===== config.mk =====
export PLATFORM = sky130hd
export DESIGN_NAME = hia_top
export DESIGN_NICKNAME = d
export VERILOG_FILES = /design/src/shared/hia_pkg.sv /design/src/verilog/hia_latch_bank.sv /design/src/verilog/hia_top.sv
export SDC_FILE = /design/constraint.sdc
export NUM_CORES = 1
export LEC_CHECK = 0
export ABC_CLOCK_PERIOD_IN_PS = 2500
export BUFFER_PORTS_ARGS = -buffer_cell sky130_fd_sc_hd__buf_2
export CORE_MARGIN = 2
export CORE_UTILIZATION = 45
export DETAILED_ROUTE_END_ITERATION = 10
export PLACE_DENSITY = 0.82
export SLEW_MARGIN = 20
export SYNTH_ARGS = -nofsm -noshare
export SYNTH_HDL_FRONTEND = slang
export SYNTH_SLANG_ARGS = --single-unit

===== constraint.sdc =====
create_clock -name clk -period 2.5 [get_ports clk]
set_clock_uncertainty 0.2 [all_clocks]
set_input_delay 0.5 -clock clk [delete_from_list [all_inputs] [get_ports clk]]
set_output_delay 0.5 -clock clk [all_outputs]
set_load 0.02 [all_outputs]

===== src/shared/hia_pkg.sv =====
package hia_pkg;

    // Bus geometry.
    localparam int APB_AW = 12;
    localparam int APB_DW = 32;

    // Per-function latched status and enable registers.
    localparam logic [APB_AW-1:0] OFS_TXQ_STAT = 12'h000;
    localparam logic [APB_AW-1:0] OFS_TXQ_EN = 12'h004;
    localparam logic [APB_AW-1:0] OFS_TXP_STAT = 12'h008;
    localparam logic [APB_AW-1:0] OFS_TXP_EN = 12'h00c;
    localparam logic [APB_AW-1:0] OFS_RXP_STAT = 12'h010;
    localparam logic [APB_AW-1:0] OFS_RXP_EN = 12'h014;
    localparam logic [APB_AW-1:0] OFS_X86_STAT = 12'h018;
    localparam logic [APB_AW-1:0] OFS_X86_EN = 12'h01c;
    localparam logic [APB_AW-1:0] OFS_RXQ_STAT = 12'h020;
    localparam logic [APB_AW-1:0] OFS_RXQ_EN = 12'h024;
    localparam logic [APB_AW-1:0] OFS_BERT_STAT = 12'h028;
    localparam logic [APB_AW-1:0] OFS_BERT_EN = 12'h02c;

    // Global registers.
    localparam logic [APB_AW-1:0] OFS_CTRL = 12'h0f0;
    localparam logic [APB_AW-1:0] OFS_GRP_STAT = 12'h0f4;
    localparam logic [APB_AW-1:0] OFS_GRP_EN = 12'h0f8;
    localparam logic [APB_AW-1:0] OFS_IDENT = 12'h0fc;

    // Field widths.
    localparam int TXQ_W = 4;
    localparam int TXP_W = 1;
    localparam int RXP_W = 8;
    localparam int X86_W = 4;
    localparam int RXQ_W = 4;
    localparam int BERT_W = 4;
    localparam int GRP_W = 4;
    localparam int IDENT_W = 16;

    // Global control bits.
    localparam int CTRL_SRST = 0;
    localparam int CTRL_DRIVE = 1;
    localparam int CTRL_CONN = 2;
    localparam int CTRL_QPR = 3;
    localparam int CTRL_W = 4;

    // Global group bits.
    localparam int GRP_LINE = 0;
    localparam int GRP_SYS = 1;
    localparam int GRP_BERT = 2;
    localparam int GRP_CONN = 3;

    // Transmit queue status bits.
    localparam int TXQ_HIGH = 0;
    localparam int TXQ_LOW = 1;
    localparam int TXQ_QOVF = 2;
    localparam int TXQ_FOVF = 3;

    // Identification values are arbitrary.
    localparam logic [IDENT_W-1:0] IDENT_LOW_DEF = 16'h1234;
    localparam logic [IDENT_W-1:0] IDENT_HIGH_DEF = 16'h00c5;

    localparam logic [APB_DW-1:0] WORD_ZERO = 32'h0000_0000;

endpackage : hia_pkg


===== src/verilog/hia_latch_bank.sv =====
module hia_latch_bank
    import hia_pkg::*;
#(
    parameter int W = 4,
    parameter bit REVERSE_EN = 1'b0
) (
    // Clock and reset.
    input wire logic clk,
    input wire logic nrst,
    input wire logic srst,
    // Events and host writes.
    input wire logic [W-1:0] set_evt,
    input wire logic wr_stat,
    input wire logic wr_en,
    input wire logic [W-1:0] wdata,
    // State.
    output logic [W-1:0] status,
    output logic [W-1:0] enable,
    output logic pending
);

    logic [W-1:0] status_reg;
    logic [W-1:0] status_next;
    logic [W-1:0] enable_reg;
    logic [W-1:0] enable_next;
    logic [W-1:0] enable_view;

    // Maps the enable register onto the status bit order.
    function automatic logic [W-1:0] reorder(input logic [W-1:0] v);
        logic [W-1:0] r;
        r = v;
        for (int i = 0; i < W; i++) begin
            r[i] = v[W-1-i];
        end
        return r;
    endfunction : reorder

    // An event in the clearing cycle survives because the set is or-ed last.
    assign status_next = srst ? '0 :
        ((status_reg & ~(wr_stat ? wdata : '0)) | set_evt);
    assign enable_next = srst ? '0 : (wr_en ? wdata : enable_reg);
    assign enable_view = REVERSE_EN ? reorder(enable_reg) : enable_reg;

    always_ff @(posedge clk or negedge nrst) begin
        if (!nrst) begin
            status_reg <= '0;
            enable_reg <= '0;
        end else begin
            status_reg <= status_next;
            enable_reg <= enable_next;
        end
    end

    assign status = status_reg;
    assign enable = enable_reg;
    assign pending = |(status_reg & enable_view);

endmodule : hia_latch_bank


===== src/verilog/hia_top.sv =====
// Local design decisions: the address map and register access over APB.
module hia_top
    import hia_pkg::*;
#(
    parameter logic [IDENT_W-1:0] IDENT_LOW = IDENT_LOW_DEF,
    parameter logic [IDENT_W-1:0] IDENT_HIGH = IDENT_HIGH_DEF
) (
    // Clock and reset.
    input wire logic clk,
    input wire logic nrst,
    // APB slave.
    input wire logic psel,
    input wire logic penable,
    input wire logic pwrite,
    input wire logic [APB_AW-1:0] paddr,
    input wire logic [APB_DW-1:0] pwdata,
    output logic pready,
    output logic [APB_DW-1:0] prdata,
    output logic pslverr,
    // Function events, high for each cycle the condition is seen.
    input wire logic [TXQ_W-1:0] txq_evt,
    input wire logic [TXP_W-1:0] txp_evt,
    input wire logic [RXP_W-1:0] rxp_evt,
    input wire logic [X86_W-1:0] x86_evt,
    input wire logic [RXQ_W-1:0] rxq_evt,
    input wire logic [BERT_W-1:0] bert_evt,
    // Interrupt pin.
    output logic irq_n_out,
    output logic irq_oe,
    // Global controls to the rest of the device.
    output logic soft_reset_active,
    output logic connection_enable,
    output logic qptr_reset_pulse
);

    // Bus phases, address decode, latched banks and global registers.
    logic setup_ph, wr_acc;
    logic hit_txq_stat, hit_txq_en, hit_txp_stat, hit_txp_en;
    logic hit_rxp_stat, hit_rxp_en, hit_x86_stat, hit_x86_en;
    logic hit_rxq_stat, hit_rxq_en, hit_bert_stat, hit_bert_en;
    logic hit_ctrl, hit_grp_stat, hit_grp_en, hit_ident, addr_ok;
    logic [APB_DW-1:0] rd_word;
    logic [TXQ_W-1:0] txq_stat, txq_en;
    logic [TXP_W-1:0] txp_stat, txp_en;
    logic [RXP_W-1:0] rxp_stat, rxp_en;
    logic [X86_W-1:0] x86_stat, x86_en;
    logic [RXQ_W-1:0] rxq_stat, rxq_en;
    logic [BERT_W-1:0] bert_stat, bert_en;
    logic pend_txq, pend_txp, pend_rxp, pend_x86, pend_rxq, pend_bert;
    logic srst_reg, srst_next, drive_sel_reg, drive_sel_next;
    logic conn_reg, conn_next, qpr_reg, qpr_next;
    logic [GRP_W-1:0] grp_en_reg, grp_en_next, grp_status;
    logic irq_req, irq_active_reg, pslverr_reg;
    logic [APB_DW-1:0] prdata_reg;

    assign setup_ph = psel && !penable;
    assign wr_acc = psel && penable && pwrite;

    assign hit_txq_stat = (paddr == OFS_TXQ_STAT);
    assign hit_txq_en = (paddr == OFS_TXQ_EN);
    assign hit_txp_stat = (paddr == OFS_TXP_STAT);
    assign hit_txp_en = (paddr == OFS_TXP_EN);
    assign hit_rxp_stat = (paddr == OFS_RXP_STAT);
    assign hit_rxp_en = (paddr == OFS_RXP_EN);
    assign hit_x86_stat = (paddr == OFS_X86_STAT);
    assign hit_x86_en = (paddr == OFS_X86_EN);
    assign hit_rxq_stat = (paddr == OFS_RXQ_STAT);
    assign hit_rxq_en = (paddr == OFS_RXQ_EN);
    assign hit_bert_stat = (paddr == OFS_BERT_STAT);
    assign hit_bert_en = (paddr == OFS_BERT_EN);
    assign hit_ctrl = (paddr == OFS_CTRL);
    assign hit_grp_stat = (paddr == OFS_GRP_STAT);
    assign hit_grp_en = (paddr == OFS_GRP_EN);
    assign hit_ident = (paddr == OFS_IDENT);
    assign addr_ok = hit_txq_stat || hit_txq_en || hit_txp_stat ||
        hit_txp_en || hit_rxp_stat || hit_rxp_en || hit_x86_stat ||
        hit_x86_en || hit_rxq_stat || hit_rxq_en || hit_bert_stat ||
        hit_bert_en || hit_ctrl || hit_grp_stat || hit_grp_en || hit_ident;

    // Reads have no side effect; clearing is only by writing ones, by soft reset or by the reset pin.
    assign rd_word =
        hit_txq_stat ? {{(APB_DW-TXQ_W){1'b0}}, txq_stat} :
        hit_txq_en ? {{(APB_DW-TXQ_W){1'b0}}, txq_en} :
        hit_txp_stat ? {{(APB_DW-TXP_W){1'b0}}, txp_stat} :
        hit_txp_en ? {{(APB_DW-TXP_W){1'b0}}, txp_en} :
        hit_rxp_stat ? {{(APB_DW-RXP_W){1'b0}}, rxp_stat} :
        hit_rxp_en ? {{(APB_DW-RXP_W){1'b0}}, rxp_en} :
        hit_x86_stat ? {{(APB_DW-X86_W){1'b0}}, x86_stat} :
        hit_x86_en ? {{(APB_DW-X86_W){1'b0}}, x86_en} :
        hit_rxq_stat ? {{(APB_DW-RXQ_W){1'b0}}, rxq_stat} :
        hit_rxq_en ? {{(APB_DW-RXQ_W){1'b0}}, rxq_en} :
        hit_bert_stat ? {{(APB_DW-BERT_W){1'b0}}, bert_stat} :
        hit_bert_en ? {{(APB_DW-BERT_W){1'b0}}, bert_en} :
        hit_ctrl ? {{(APB_DW-CTRL_W){1'b0}}, qpr_reg, conn_reg,
            drive_sel_reg, srst_reg} :
        hit_grp_stat ? {{(APB_DW-GRP_W){1'b0}}, grp_status} :
        hit_grp_en ? {{(APB_DW-GRP_W){1'b0}}, grp_en_reg} :
        hit_ident ? {IDENT_HIGH, IDENT_LOW} :
        WORD_ZERO;

    // Transmit queue: high, low, queue overflow, FIFO overflow.
    hia_latch_bank #(.W(TXQ_W), .REVERSE_EN(1'b0)) u_txq (
        .clk(clk),
        .nrst(nrst),
        .srst(srst_reg),
        .set_evt(txq_evt),
        .wr_stat(wr_acc && hit_txq_stat),
        .wr_en(wr_acc && hit_txq_en),
        .wdata(pwdata[TXQ_W-1:0]),
        .status(txq_stat),
        .enable(txq_en),
        .pending(pend_txq)
    );

    // Transmit packet insertion finished.
    hia_latch_bank #(.W(TXP_W), .REVERSE_EN(1'b0)) u_txp (
        .clk(clk),
        .nrst(nrst),
        .srst(srst_reg),
        .set_evt(txp_evt),
        .wr_stat(wr_acc && hit_txp_stat),
        .wr_en(wr_acc && hit_txp_en),
        .wdata(pwdata[TXP_W-1:0]),
        .status(txp_stat),
        .enable(txp_en),
        .pending(pend_txp)
    );

    // Receive packet errors and error counter events.
    hia_latch_bank #(.W(RXP_W), .REVERSE_EN(1'b0)) u_rxp (
        .clk(clk),
        .nrst(nrst),
        .srst(srst_reg),
        .set_evt(rxp_evt),
        .wr_stat(wr_acc && hit_rxp_stat),
        .wr_en(wr_acc && hit_rxp_en),
        .wdata(pwdata[RXP_W-1:0]),
        .status(rxp_stat),
        .enable(rxp_en),
        .pending(pend_rxp)
    );

    // Header mismatches: address, control, SAPI low, SAPI high.
    hia_latch_bank #(.W(X86_W), .REVERSE_EN(1'b0)) u_x86 (
        .clk(clk),
        .nrst(nrst),
        .srst(srst_reg),
        .set_evt(x86_evt),
        .wr_stat(wr_acc && hit_x86_stat),
        .wr_en(wr_acc && hit_x86_en),
        .wdata(pwdata[X86_W-1:0]),
        .status(x86_stat),
        .enable(x86_en),
        .pending(pend_x86)
    );

    // Receive queue; its enable register holds the bits in reverse order.
    hia_latch_bank #(.W(RXQ_W), .REVERSE_EN(1'b1)) u_rxq (
        .clk(clk),
        .nrst(nrst),
        .srst(srst_reg),
        .set_evt(rxq_evt),
        .wr_stat(wr_acc && hit_rxq_stat),
        .wr_en(wr_acc && hit_rxq_en),
        .wdata(pwdata[RXQ_W-1:0]),
        .status(rxq_stat),
        .enable(rxq_en),
        .pending(pend_rxq)
    );

    // BERT: detected, monitor update, out of sync, error count.
    hia_latch_bank #(.W(BERT_W), .REVERSE_EN(1'b0)) u_bert (
        .clk(clk),
        .nrst(nrst),
        .srst(srst_reg),
        .set_evt(bert_evt),
        .wr_stat(wr_acc && hit_bert_stat),
        .wr_en(wr_acc && hit_bert_en),
        .wdata(pwdata[BERT_W-1:0]),
        .status(bert_stat),
        .enable(bert_en),
        .pending(pend_bert)
    );

    // Live group status, no storage of its own.
    assign grp_status[GRP_LINE] = pend_txq || pend_txp || pend_rxp ||
        pend_x86;
    assign grp_status[GRP_SYS] = pend_rxq;
    assign grp_status[GRP_BERT] = pend_bert;
    assign grp_status[GRP_CONN] = pend_txp || pend_rxp;

    // The soft reset bit itself is cleared only by the pin or a zero write.
    assign srst_next = (wr_acc && hit_ctrl) ? pwdata[CTRL_SRST] :
        srst_reg;
    assign drive_sel_next = srst_reg ? 1'b0 :
        ((wr_acc && hit_ctrl) ? pwdata[CTRL_DRIVE] : drive_sel_reg);
    assign conn_next = srst_reg ? 1'b0 :
        ((wr_acc && hit_ctrl) ? pwdata[CTRL_CONN] : conn_reg);
    assign qpr_next = !srst_reg && wr_acc && hit_ctrl && pwdata[CTRL_QPR];
    assign grp_en_next = srst_reg ? '0 :
        ((wr_acc && hit_grp_en) ? pwdata[GRP_W-1:0] : grp_en_reg);
    assign irq_req = |(grp_status & grp_en_reg) && !srst_reg;

    always_ff @(posedge clk or negedge nrst) begin
        if (!nrst) begin
            srst_reg <= 1'b0;
            drive_sel_reg <= 1'b0;
            conn_reg <= 1'b0;
            qpr_reg <= 1'b0;
            grp_en_reg <= '0;
            irq_active_reg <= 1'b0;
        end else begin
            srst_reg <= srst_next;
            drive_sel_reg <= drive_sel_next;
            conn_reg <= conn_next;
            qpr_reg <= qpr_next;
            grp_en_reg <= grp_en_next;
            irq_active_reg <= irq_req;
        end
    end

    // Read data and error are captured in the setup cycle.
    always_ff @(posedge clk or negedge nrst) begin
        if (!nrst) begin
            prdata_reg <= WORD_ZERO;
            pslverr_reg <= 1'b0;
        end else if (setup_ph) begin
            prdata_reg <= rd_word;
            pslverr_reg <= !addr_ok;
        end
    end

    assign pready = 1'b1;
    assign prdata = prdata_reg;
    assign pslverr = pslverr_reg && psel && penable;

    // Low when active; idle is driven high or released for a pull-up.
    assign irq_n_out = !irq_active_reg;
    assign irq_oe = irq_active_reg || drive_sel_reg;
    assign soft_reset_active = srst_reg;
    assign connection_enable = conn_reg;
    assign qptr_reset_pulse = qpr_reg;

    property p_w1c_clear;
        @(posedge clk) disable iff (!nrst)
        (wr_acc && hit_txq_stat && pwdata[TXQ_HIGH] && !txq_evt[TXQ_HIGH])
        |=> !txq_stat[TXQ_HIGH];
    endproperty
    a_w1c_clear: assert property (p_w1c_clear)
        else $error("latched bit not cleared by one");

    property p_w0_keep;
        @(posedge clk) disable iff (!nrst)
        (wr_acc && hit_txq_stat && !pwdata[TXQ_LOW] && txq_stat[TXQ_LOW] &&
            !srst_reg) |=> txq_stat[TXQ_LOW];
    endproperty
    a_w0_keep: assert property (p_w0_keep)
        else $error("latched bit lost on zero write");

    property p_set_wins;
        @(posedge clk) disable iff (!nrst)
        (wr_acc && hit_txq_stat && pwdata[TXQ_FOVF] && txq_evt[TXQ_FOVF] &&
            !srst_reg) |=> txq_stat[TXQ_FOVF];
    endproperty
    a_set_wins: assert property (p_set_wins)
        else $error("event lost during clear");

    property p_disabled_sets;
        @(posedge clk) disable iff (!nrst)
        (bert_evt[0] && !bert_en[0] && !srst_reg) |=> bert_stat[0];
    endproperty
    a_disabled_sets: assert property (p_disabled_sets)
        else $error("disabled latched bit did not set");

    property p_rxq_masked;
        @(posedge clk) disable iff (!nrst)
        (rxq_stat != '0 && rxq_en == '0) |-> !grp_status[GRP_SYS];
    endproperty
    a_rxq_masked: assert property (p_rxq_masked)
        else $error("disabled condition reached group");

    property p_bert_group;
        @(posedge clk) disable iff (!nrst)
        (bert_evt[0] && bert_en[0] && !srst_reg && !(wr_acc && hit_bert_en))
        |=> grp_status[GRP_BERT];
    endproperty
    a_bert_group: assert property (p_bert_group)
        else $error("bert group not set");

    property p_group_block;
        @(posedge clk) disable iff (!nrst)
        (grp_en_reg == '0) |=> irq_n_out;
    endproperty
    a_group_block: assert property (p_group_block)
        else $error("interrupt with groups disabled");

    property p_no_irq_in_reset;
        @(posedge clk) disable iff (!nrst)
        srst_reg |=> (irq_n_out && !irq_oe);
    endproperty
    a_no_irq_in_reset: assert property (p_no_irq_in_reset)
        else $error("interrupt during soft reset");

    property p_irq_assert;
        @(posedge clk) disable iff (!nrst)
        (|(grp_status & grp_en_reg) && !srst_reg) |=> (!irq_n_out && irq_oe);
    endproperty
    a_irq_assert: assert property (p_irq_assert)
        else $error("interrupt not asserted");

    property p_release_idle;
        @(posedge clk) disable iff (!nrst)
        (wr_acc && hit_ctrl && !pwdata[CTRL_DRIVE] && !irq_req) |=> !irq_oe;
    endproperty
    a_release_idle: assert property (p_release_idle)
        else $error("idle pin driven in release mode");

    property p_srst_sticky;
        @(posedge clk) disable iff (!nrst)
        (srst_reg && !(wr_acc && hit_ctrl && !pwdata[CTRL_SRST]))
        |=> srst_reg;
    endproperty
    a_srst_sticky: assert property (p_srst_sticky)
        else $error("soft reset bit dropped");

    property p_ident_read;
        @(posedge clk) disable iff (!nrst)
        (setup_ph && hit_ident) |=> (prdata == {IDENT_HIGH, IDENT_LOW});
    endproperty
    a_ident_read: assert property (p_ident_read)
        else $error("wrong identification word");

    c_irq: cover property (@(posedge clk) disable iff (!nrst)
        $fell(irq_n_out));
    c_clear: cover property (@(posedge clk) disable iff (!nrst)
        txq_stat[TXQ_HIGH] ##1 !txq_stat[TXQ_HIGH]);
    c_srst: cover property (@(posedge clk) disable iff (!nrst)
        $rose(srst_reg));
    c_err: cover property (@(posedge clk) disable iff (!nrst)
        pslverr);

endmodule : hia_top


# After elaboration in Yosys (flattened, before gate mapping)
# Index checks and enable logic that the tools add are counted.
dict set report totals {
  input_bits 74
  regBits 92
  out_inout_bits 39
  word_cells 168
}
dict set report classes {
  n_bitwise 25
  n_eq_ne 15
  muxes 46
  reduce_logical 62
}
# cell n
set ops {}
lappend ops {{$mux 24} 16}
lappend ops {{$mux 4} 18}
lappend ops {{$eq 12x5->1 const B} 4}
lappend ops {{$eq 12x6->1 const B} 4}
lappend ops {{$eq 12x8->1 const B} 4}
lappend ops {{$and 4x4->4} 9}
lappend ops {{$mux 8} 4}
lappend ops {{$eq 12x4->1 const B} 2}
lappend ops {{$logic_and 1x1->1} 23}
lappend ops {{$logic_or 1x1->1} 20}
lappend ops {{$reduce_or 4->1} 5}
lappend ops {{$and 8x8->8} 2}
lappend ops {{$not 4->4} 4}
lappend ops {{$or 4x4->4} 4}
lappend ops {{$reduce_bool 2->1} 8}
lappend ops {{$eq 12x3->1 const B} 1}
lappend ops {{$logic_not 12->1} 1}
lappend ops {{$mux 1} 8}
lappend ops {{$not 8->8} 1}
lappend ops {{$or 8x8->8} 1}
lappend ops {{$reduce_or 8->1} 1}
lappend ops {{$logic_not 1->1} 4}
lappend ops {{$and 1x1->1} 2}
lappend ops {{$not 1->1} 1}
lappend ops {{$or 1x1->1} 1}

# Depth between registers and ports, before layout
dict set report logic_depth {
  word_depth 19
  ltp_mapped 9
  ltp_nobuf 6
}

# Cells and area by module
# A second synthesis with hierarchy kept.
dict set report unflattened {
  cells_unflattened 449
  area_unflattened_um2 4111.4
}
# mod seq_area_each_um2 cells_per_inst area_per_inst_um2 instances
set modules_own_cells {}
lappend modules_own_cells {hia_top 475.5 254 1919.3 1}
lappend modules_own_cells {{hia_latch_bank at u_bert ...} 200.2 33 349.1 4}
lappend modules_own_cells {{hia_latch_bank at u_rxp} 400.4 55 709.4 1}
lappend modules_own_cells {{hia_latch_bank at u_txp} 50.0 8 86.3 1}

# Least setup slack after synthesis
# No wires, ideal clock.
dict set report synth_timing {
  kind {input -> register}
  start {input port paddr[9]}
  end {register srst_reg (netlist: soft_reset_active)}
  setup_ns 0.125
  arrival_ns 1.973
  n_path_buf 0
  required_ns 2.175
  path_slack_ns 0.202
  path_stages 4
  cell_sequence {or4_4 -> or2_2 -> nor3_4 -> mux2_2}
}
dict set report synth_between {
  elab_chain_len 2
}
# element line
set synth_lines {}
lappend synth_lines {{start: declaration} hia_top.sv:15} ;# input wire logic [APB_AW-1:0] paddr,
lappend synth_lines {{$eq 12x8->1} hia_top.sv:71} ;# assign hit_ctrl = (paddr == OFS_CTRL);
lappend synth_lines {{$logic_and 1x1->1} hia_top.sv:193} ;# assign srst_next = (wr_acc && hit_ctrl) ? pwdata[CTRL_SRST] :
lappend synth_lines {{end signal: assignment} hia_top.sv:213} ;# srst_reg <= srst_next;
lappend synth_lines {{end: declaration} hia_top.sv:50} ;# logic srst_reg, srst_next, drive_sel_reg, drive_sel_next;
# No other way between the ends.
# A chain may end at the register's enable or synchronous reset.

# Worst setup path in the final report
dict set report layout_timing {
  start {input port paddr[9]}
  end {register prdata_reg[3] (netlist: prdata[3])}
}
dict set report layout_between {
  elab_chain_len 16
  elab_cells_between_ends 30
  cone_classes {14 x eq/ne; 15 x mux; 1 x reduce/logical}
}
# element line
set layout_lines {}
lappend layout_lines {{$eq 12x8->1} hia_top.sv:73} ;# assign hit_grp_en = (paddr == OFS_GRP_EN);
lappend layout_lines {{$mux 24} hia_top.sv:97} ;# hit_grp_en ? {{(APB_DW-GRP_W){1'b0}}, grp_en_reg} :
lappend layout_lines {{$mux 24} hia_top.sv:96} ;# hit_grp_stat ? {{(APB_DW-GRP_W){1'b0}}, grp_status} :
lappend layout_lines {{$mux 24} hia_top.sv:94} ;# hit_ctrl ? {{(APB_DW-CTRL_W){1'b0}}, qpr_reg, conn_reg,
lappend layout_lines {{$mux 24} hia_top.sv:93} ;# hit_bert_en ? {{(APB_DW-BERT_W){1'b0}}, bert_en} :
lappend layout_lines {{$mux 24} hia_top.sv:92} ;# hit_bert_stat ? {{(APB_DW-BERT_W){1'b0}}, bert_stat} :
lappend layout_lines {{$mux 24} hia_top.sv:91} ;# hit_rxq_en ? {{(APB_DW-RXQ_W){1'b0}}, rxq_en} :
lappend layout_lines {{$mux 24} hia_top.sv:90} ;# hit_rxq_stat ? {{(APB_DW-RXQ_W){1'b0}}, rxq_stat} :
lappend layout_lines {{$mux 24} hia_top.sv:89} ;# hit_x86_en ? {{(APB_DW-X86_W){1'b0}}, x86_en} :
lappend layout_lines {{$mux 24} hia_top.sv:88} ;# hit_x86_stat ? {{(APB_DW-X86_W){1'b0}}, x86_stat} :
lappend layout_lines {{$mux 24} hia_top.sv:87} ;# hit_rxp_en ? {{(APB_DW-RXP_W){1'b0}}, rxp_en} :
lappend layout_lines {{$mux 24} hia_top.sv:86} ;# hit_rxp_stat ? {{(APB_DW-RXP_W){1'b0}}, rxp_stat} :
lappend layout_lines {{$mux 24} hia_top.sv:85} ;# hit_txp_en ? {{(APB_DW-TXP_W){1'b0}}, txp_en} :
lappend layout_lines {{$mux 24} hia_top.sv:84} ;# hit_txp_stat ? {{(APB_DW-TXP_W){1'b0}}, txp_stat} :
lappend layout_lines {{$mux 24} hia_top.sv:83} ;# hit_txq_en ? {{(APB_DW-TXQ_W){1'b0}}, txq_en} :
lappend layout_lines {{$mux 24 *} hia_top.sv:82} ;# hit_txq_stat ? {{(APB_DW-TXQ_W){1'b0}}, txq_stat} :
lappend layout_lines {{end signal: assignment} hia_top.sv:228} ;# prdata_reg <= rd_word;
lappend layout_lines {{end: declaration} hia_top.sv:54} ;# logic [APB_DW-1:0] prdata_reg;
# Mark *: on every way between the ends. The rest lies on a longest branch, timed or not.

==> results by stage <==
Power and ir drop:
- The switching fraction of total power is 0.248.
- Power spread over the standard cell area amounts to 510 nW/um^2.
- The share of power burned in the clock network is 0.449.
- The cell internal power dissipation is 1.91 mW.
- The leakage component of the power is 2.27 nW.
- The net load switching power is about 0.63 mW.
- The portion of total power attributed to combinational logic is 0.105.
- Of the total power, registers draw 0.446.
- The worst IR drop on VDD is 0.345 mV.

Timing:
- The final period demand of the worst path is 2.19 ns.
- The slew at the pin closest to its max-slew limit is ~0.56 ns.
- After routing, the total negative slack on setup checks comes to 0 ns.
- Setup repair after global routing left no endpoint under its margin.
- Setup violations remaining at the end of the flow were counted as 0.
- The tightest slew margin relative to the limit is 0.626.
- The final count of pins violating max slew came to 0.
- Of the available clock period, the critical path in the final layout requires 0.877.
- The highest clock frequency the design can meet is between 400 and 500 MHz.
- The hold violation count in the final report came to 0.
- The worst hold slack across all endpoints is roughly 0.16 ns.

Flow run:
- The tool flagged a number of max-cap violations equal to 0.

Logic synthesis:
- Yosys attributes the largest share of cell area to sky130_fd_sc_hd__dfrtp_1, sky130_fd_sc_hd__a21oi_1, sky130_fd_sc_hd__nand2_1, sky130_fd_sc_hd__nor2_1, sky130_fd_sc_hd__mux2i_1.
- For this run, the register share of the synthesized area comes to 0.419.
- The cell taking the most area after synthesis is sky130_fd_sc_hd__dfrtp_1.
- The average footprint of a synthesized cell is 8.37 um^2.
- The proportion of netlist area held by the largest area contributor is 0.419.
- After synthesis, the largest family of logic cells by area is simple AND/OR/NAND/NOR gates.
- The XOR/XNOR share of the synthesized area is 0.
- Yosys mapped a number of flops with a built-in enable equal to 0.
- The compound-gate portion of the synthesized area is 0.217.
- The number of synthesized register bits is 69.
- The mapped netlist covers around 4000 um^2.
- The gate count of the mapped netlist is ~500.
- The arithmetic-cell share of the synthesized area counting full adders, half adders and majority gates is 0.
- The netlist uses 53 different library cells.
- For this run, the leading register cell type out of synthesis is sky130_fd_sc_hd__dfrtp_1.
- Yosys printed 0 warnings.
- For this run, asynchronously set or reset flops after synthesis account for 1.00.
- After synthesis, the share of cell area in mux cells is 0.0513.
- Of the total synthesized cell area, the portion taken by AND, OR, NAND and NOR gates is 0.224.

Final layout:
- The final cell utilization of the core is 0.566.
- The antenna diode count is 0.
- The final net count is between 600 and 700.
- The synthesis-to-finish area growth is 20.9%.
- The layout cell share with drive strength beyond 1 is 0.242.
- The register with the most flip-flops in the layout has 9 of them.

Global route:
- After global routing the overflow that remains totals 0.
- The first global-routing pass estimated just over 20000 um of wire.
- The pin count of the biggest net entering global routing is 70.
- The number of antenna violations at the first check in global routing is 0.
- The global-route usage over all layers is 0.264.
- The number of global-route vias before repair was 3922.

Placed design:
- Routability-driven placement finished with a final weighted congestion of 0.980.
- The number of buffer cells added on primary ports is a little under 70.
- The half-perimeter wire length after detailed placement is 9610 um.

Routing:
- The number of vias after detailed routing is 4095.
- In this run, the number of DRC markers left after iteration 0 of detailed routing was between 400 and 500.
- The number of search-and-repair iterations in the first detailed-routing pass is 5.
- The DRC violations left is 0.
- The number of routed nets with antenna violations is 0.
- In the routed layout, each cell is associated on average with a via count of 5.90.
- Wires add up to between 10000 and 15000 um.
- After detailed routing, the average wire length per cell comes to ~19 um.

Hold path:
- The path type of the worst min-delay path is in2reg.
- The worst hold path begins at rxp_evt[4].

Critical path:
- The endpoint required time on the critical path is ~2.5 ns.
- The cell depth of the worst flop-to-flop path is 6.
- The timing endpoint of the critical path is prdata[3].
- The startpoint type of the worst setup path is a primary input.
- The capturing element type of the critical path is a flop.
- The most critical setup path has its startpoint at paddr[9].
- STA puts the critical path data arrival time at approximately 2.2 ns.
- For flop-to-flop paths, the worst setup slack is roughly 0.32 ns.
- The critical path start-end classification is in2reg.
- The origin of the critical flop-to-flop path is u_rxp.enable[3].
- In this run the critical register-to-register path is captured at prdata[0].
- The biggest fanout along the worst timing path is 8.

Status:
- The flow ran to the end, and the final reports show no timing, DRC or antenna violations.

Clock tree:
- TritonCTS built the clock tree.
- At the later pin of the worst-skew pair, clock insertion delay measures around 0.35 ns.
- Clock-pin slew was measured on the worst setup and hold paths at 0.08 ns.
- The root buffer selected by CTS is sky130_fd_sc_hd__clkbuf_8.
- The total number of clock tree sinks is 69.
- The maximum clock insertion buffer count is 2.
- TritonCTS created 9 clock buffers.
- The depth of the CTS H-tree is 3.

Die:
- The area of the placeable core is roughly 8800 um^2.
- The initialized floorplan defines 34 standard-cell rows.
- From left edge to right edge, the die measures roughly 100 um.
- The initial standard-cell utilization of the core is 0.468.
- 113 I/O pins were placed.
- The overall die area is 9930 um^2.
- The die height is between 90 and 100 um.
## logic make-up (layout without fill, tap and decap cells)
kind of cell / after synthesis / after routing
AND/OR/NAND/NOR: 185 / 185
AO/OA/AOI/OAI: 144 / 144
buffers and inverters: 71 / 148
flip-flops: 69 / 69
multiplexers: 21 / 21
other: 2 / 19
## repair_timing
item / 4_1_cts / 5_1_grt
endpoints found under the hold margin: 69 / 0
hold buffers: 1 / 0
gates resized for setup: 0 / 0
buffers inserted: 0 / 0
## worst min path at each step
stage,end,depth (start not counted)
5_1_grt,u_rxp.status[4],3
6_report,u_rxp.status[4],3
4_1_cts,u_rxp.status[5],3
3_3_place_gp,prdata[6],2
3_5_place_dp,pslverr_reg,2
2_1_floorplan,connection_enable,0
## power by group through the flow
stage / sequential [mW] / combinational [mW] / clock, mW
floorplan: 1.16 / 0.147 / 0
global placement: 1.15 / 0.258 / 0
detailed placement: 1.15 / 0.261 / 0
CTS: 1.13 / 0.264 / 1.15
global route: 1.13 / 0.291 / 1.20
finish: 1.13 / 0.268 / 1.14
## layer usage
metal  share of wire  GRT usage  vias to the layer above
li1                -          -                     1890
met2            0.47      0.418                      228
met3           0.088     0.0464                       27
met1            0.43      0.369                     1950
met4           0.020     0.0864                        0
met5               0          0                        -
## synthesized netlist by cell type, types with 2 or more instances
cell type / instances
sky130_fd_sc_hd__a22oi_1: 14
sky130_fd_sc_hd__o21ai_0: 31
sky130_fd_sc_hd__mux2i_1: 20
sky130_fd_sc_hd__and3_1: 4
sky130_fd_sc_hd__a211oi_1: 2
sky130_fd_sc_hd__nor4_4: 3
sky130_fd_sc_hd__nand2b_1: 7
sky130_fd_sc_hd__o41ai_1: 3
sky130_fd_sc_hd__conb_1: 2
sky130_fd_sc_hd__nor3_4: 2
sky130_fd_sc_hd__clkbuf_1: 25
sky130_fd_sc_hd__or3_1: 2
sky130_fd_sc_hd__o22ai_1: 4
sky130_fd_sc_hd__inv_1: 19
sky130_fd_sc_hd__nand3_1: 25
sky130_fd_sc_hd__dfrtp_1: 69
sky130_fd_sc_hd__a31oi_1: 3
sky130_fd_sc_hd__o221ai_1: 2
sky130_fd_sc_hd__buf_2: 3
sky130_fd_sc_hd__nor3b_1: 2
sky130_fd_sc_hd__nor3_1: 4
sky130_fd_sc_hd__o221a_2: 2
sky130_fd_sc_hd__a221oi_1: 5
sky130_fd_sc_hd__nand2_1: 60
sky130_fd_sc_hd__a21o_1: 2
sky130_fd_sc_hd__a21oi_1: 57
sky130_fd_sc_hd__nor2_1: 54
sky130_fd_sc_hd__nor2b_1: 3
sky130_fd_sc_hd__nor4_1: 3
sky130_fd_sc_hd__o311ai_0: 2
sky130_fd_sc_hd__or2_2: 4
sky130_fd_sc_hd__buf_4: 24
sky130_fd_sc_hd__a22o_1: 3
sky130_fd_sc_hd__o31ai_1: 3
sky130_fd_sc_hd__nand4_1: 3
sky130_fd_sc_hd__or4_1: 2
sky130_fd_sc_hd__o2bb2ai_1: 3
## final cells by class
class / instances / area [um^2]
timing repair buffer: 113 / 703
sequential: 69 / 1730
clock inverter: 5 / 106
tap: 108 / 135
clock buffer: 11 / 141
inverter: 19 / 71.3
fill: 825 / 3830
multi-input combinational: 369 / 2100
## cells in the final DEF (no fill, tap or decap), types with 4 or more instances in the layout
cell,instances
sky130_fd_sc_hd__nor3_1,4
sky130_fd_sc_hd__inv_1,19
sky130_fd_sc_hd__buf_4,41
sky130_fd_sc_hd__clkbuf_8,10
sky130_fd_sc_hd__buf_2,69
sky130_fd_sc_hd__a221oi_1,5
sky130_fd_sc_hd__and3_1,4
sky130_fd_sc_hd__a22oi_1,14
sky130_fd_sc_hd__dfrtp_1,69
sky130_fd_sc_hd__o21ai_0,31
sky130_fd_sc_hd__nand2_1,60
sky130_fd_sc_hd__conb_1,19
sky130_fd_sc_hd__nand2b_1,7
sky130_fd_sc_hd__nand3_1,25
sky130_fd_sc_hd__mux2i_1,20
sky130_fd_sc_hd__o22ai_1,4
sky130_fd_sc_hd__or2_2,4
sky130_fd_sc_hd__a21oi_1,57
sky130_fd_sc_hd__nor2_1,54
## critical path: stages
cell and delay [ns]:
sky130_fd_sc_hd__buf_2 0.11, sky130_fd_sc_hd__buf_4 0.13, sky130_fd_sc_hd__nor4_4 0.25, sky130_fd_sc_hd__buf_4 0.19, sky130_fd_sc_hd__and3_1 0.29, sky130_fd_sc_hd__nand3_1 0.21, sky130_fd_sc_hd__o221a_2 0.32, sky130_fd_sc_hd__o21ai_0 0.17
sky130_fd_sc_hd__nor2_1 0.06
## through the flow
stage	setup WS, ns	power [mW]	cells	instance area, um^2
after global routing	0.223	2.62	694	4980
after floorplan	0.202	1.30	509	4180
after global placement	0.000547	1.41	677	4720
after detailed placement	-0.0189	1.41	677	4720
after CTS	0.317	2.54	694	4980
final	0.306	2.54	694	4980
(Power assumes the default switching activity.)
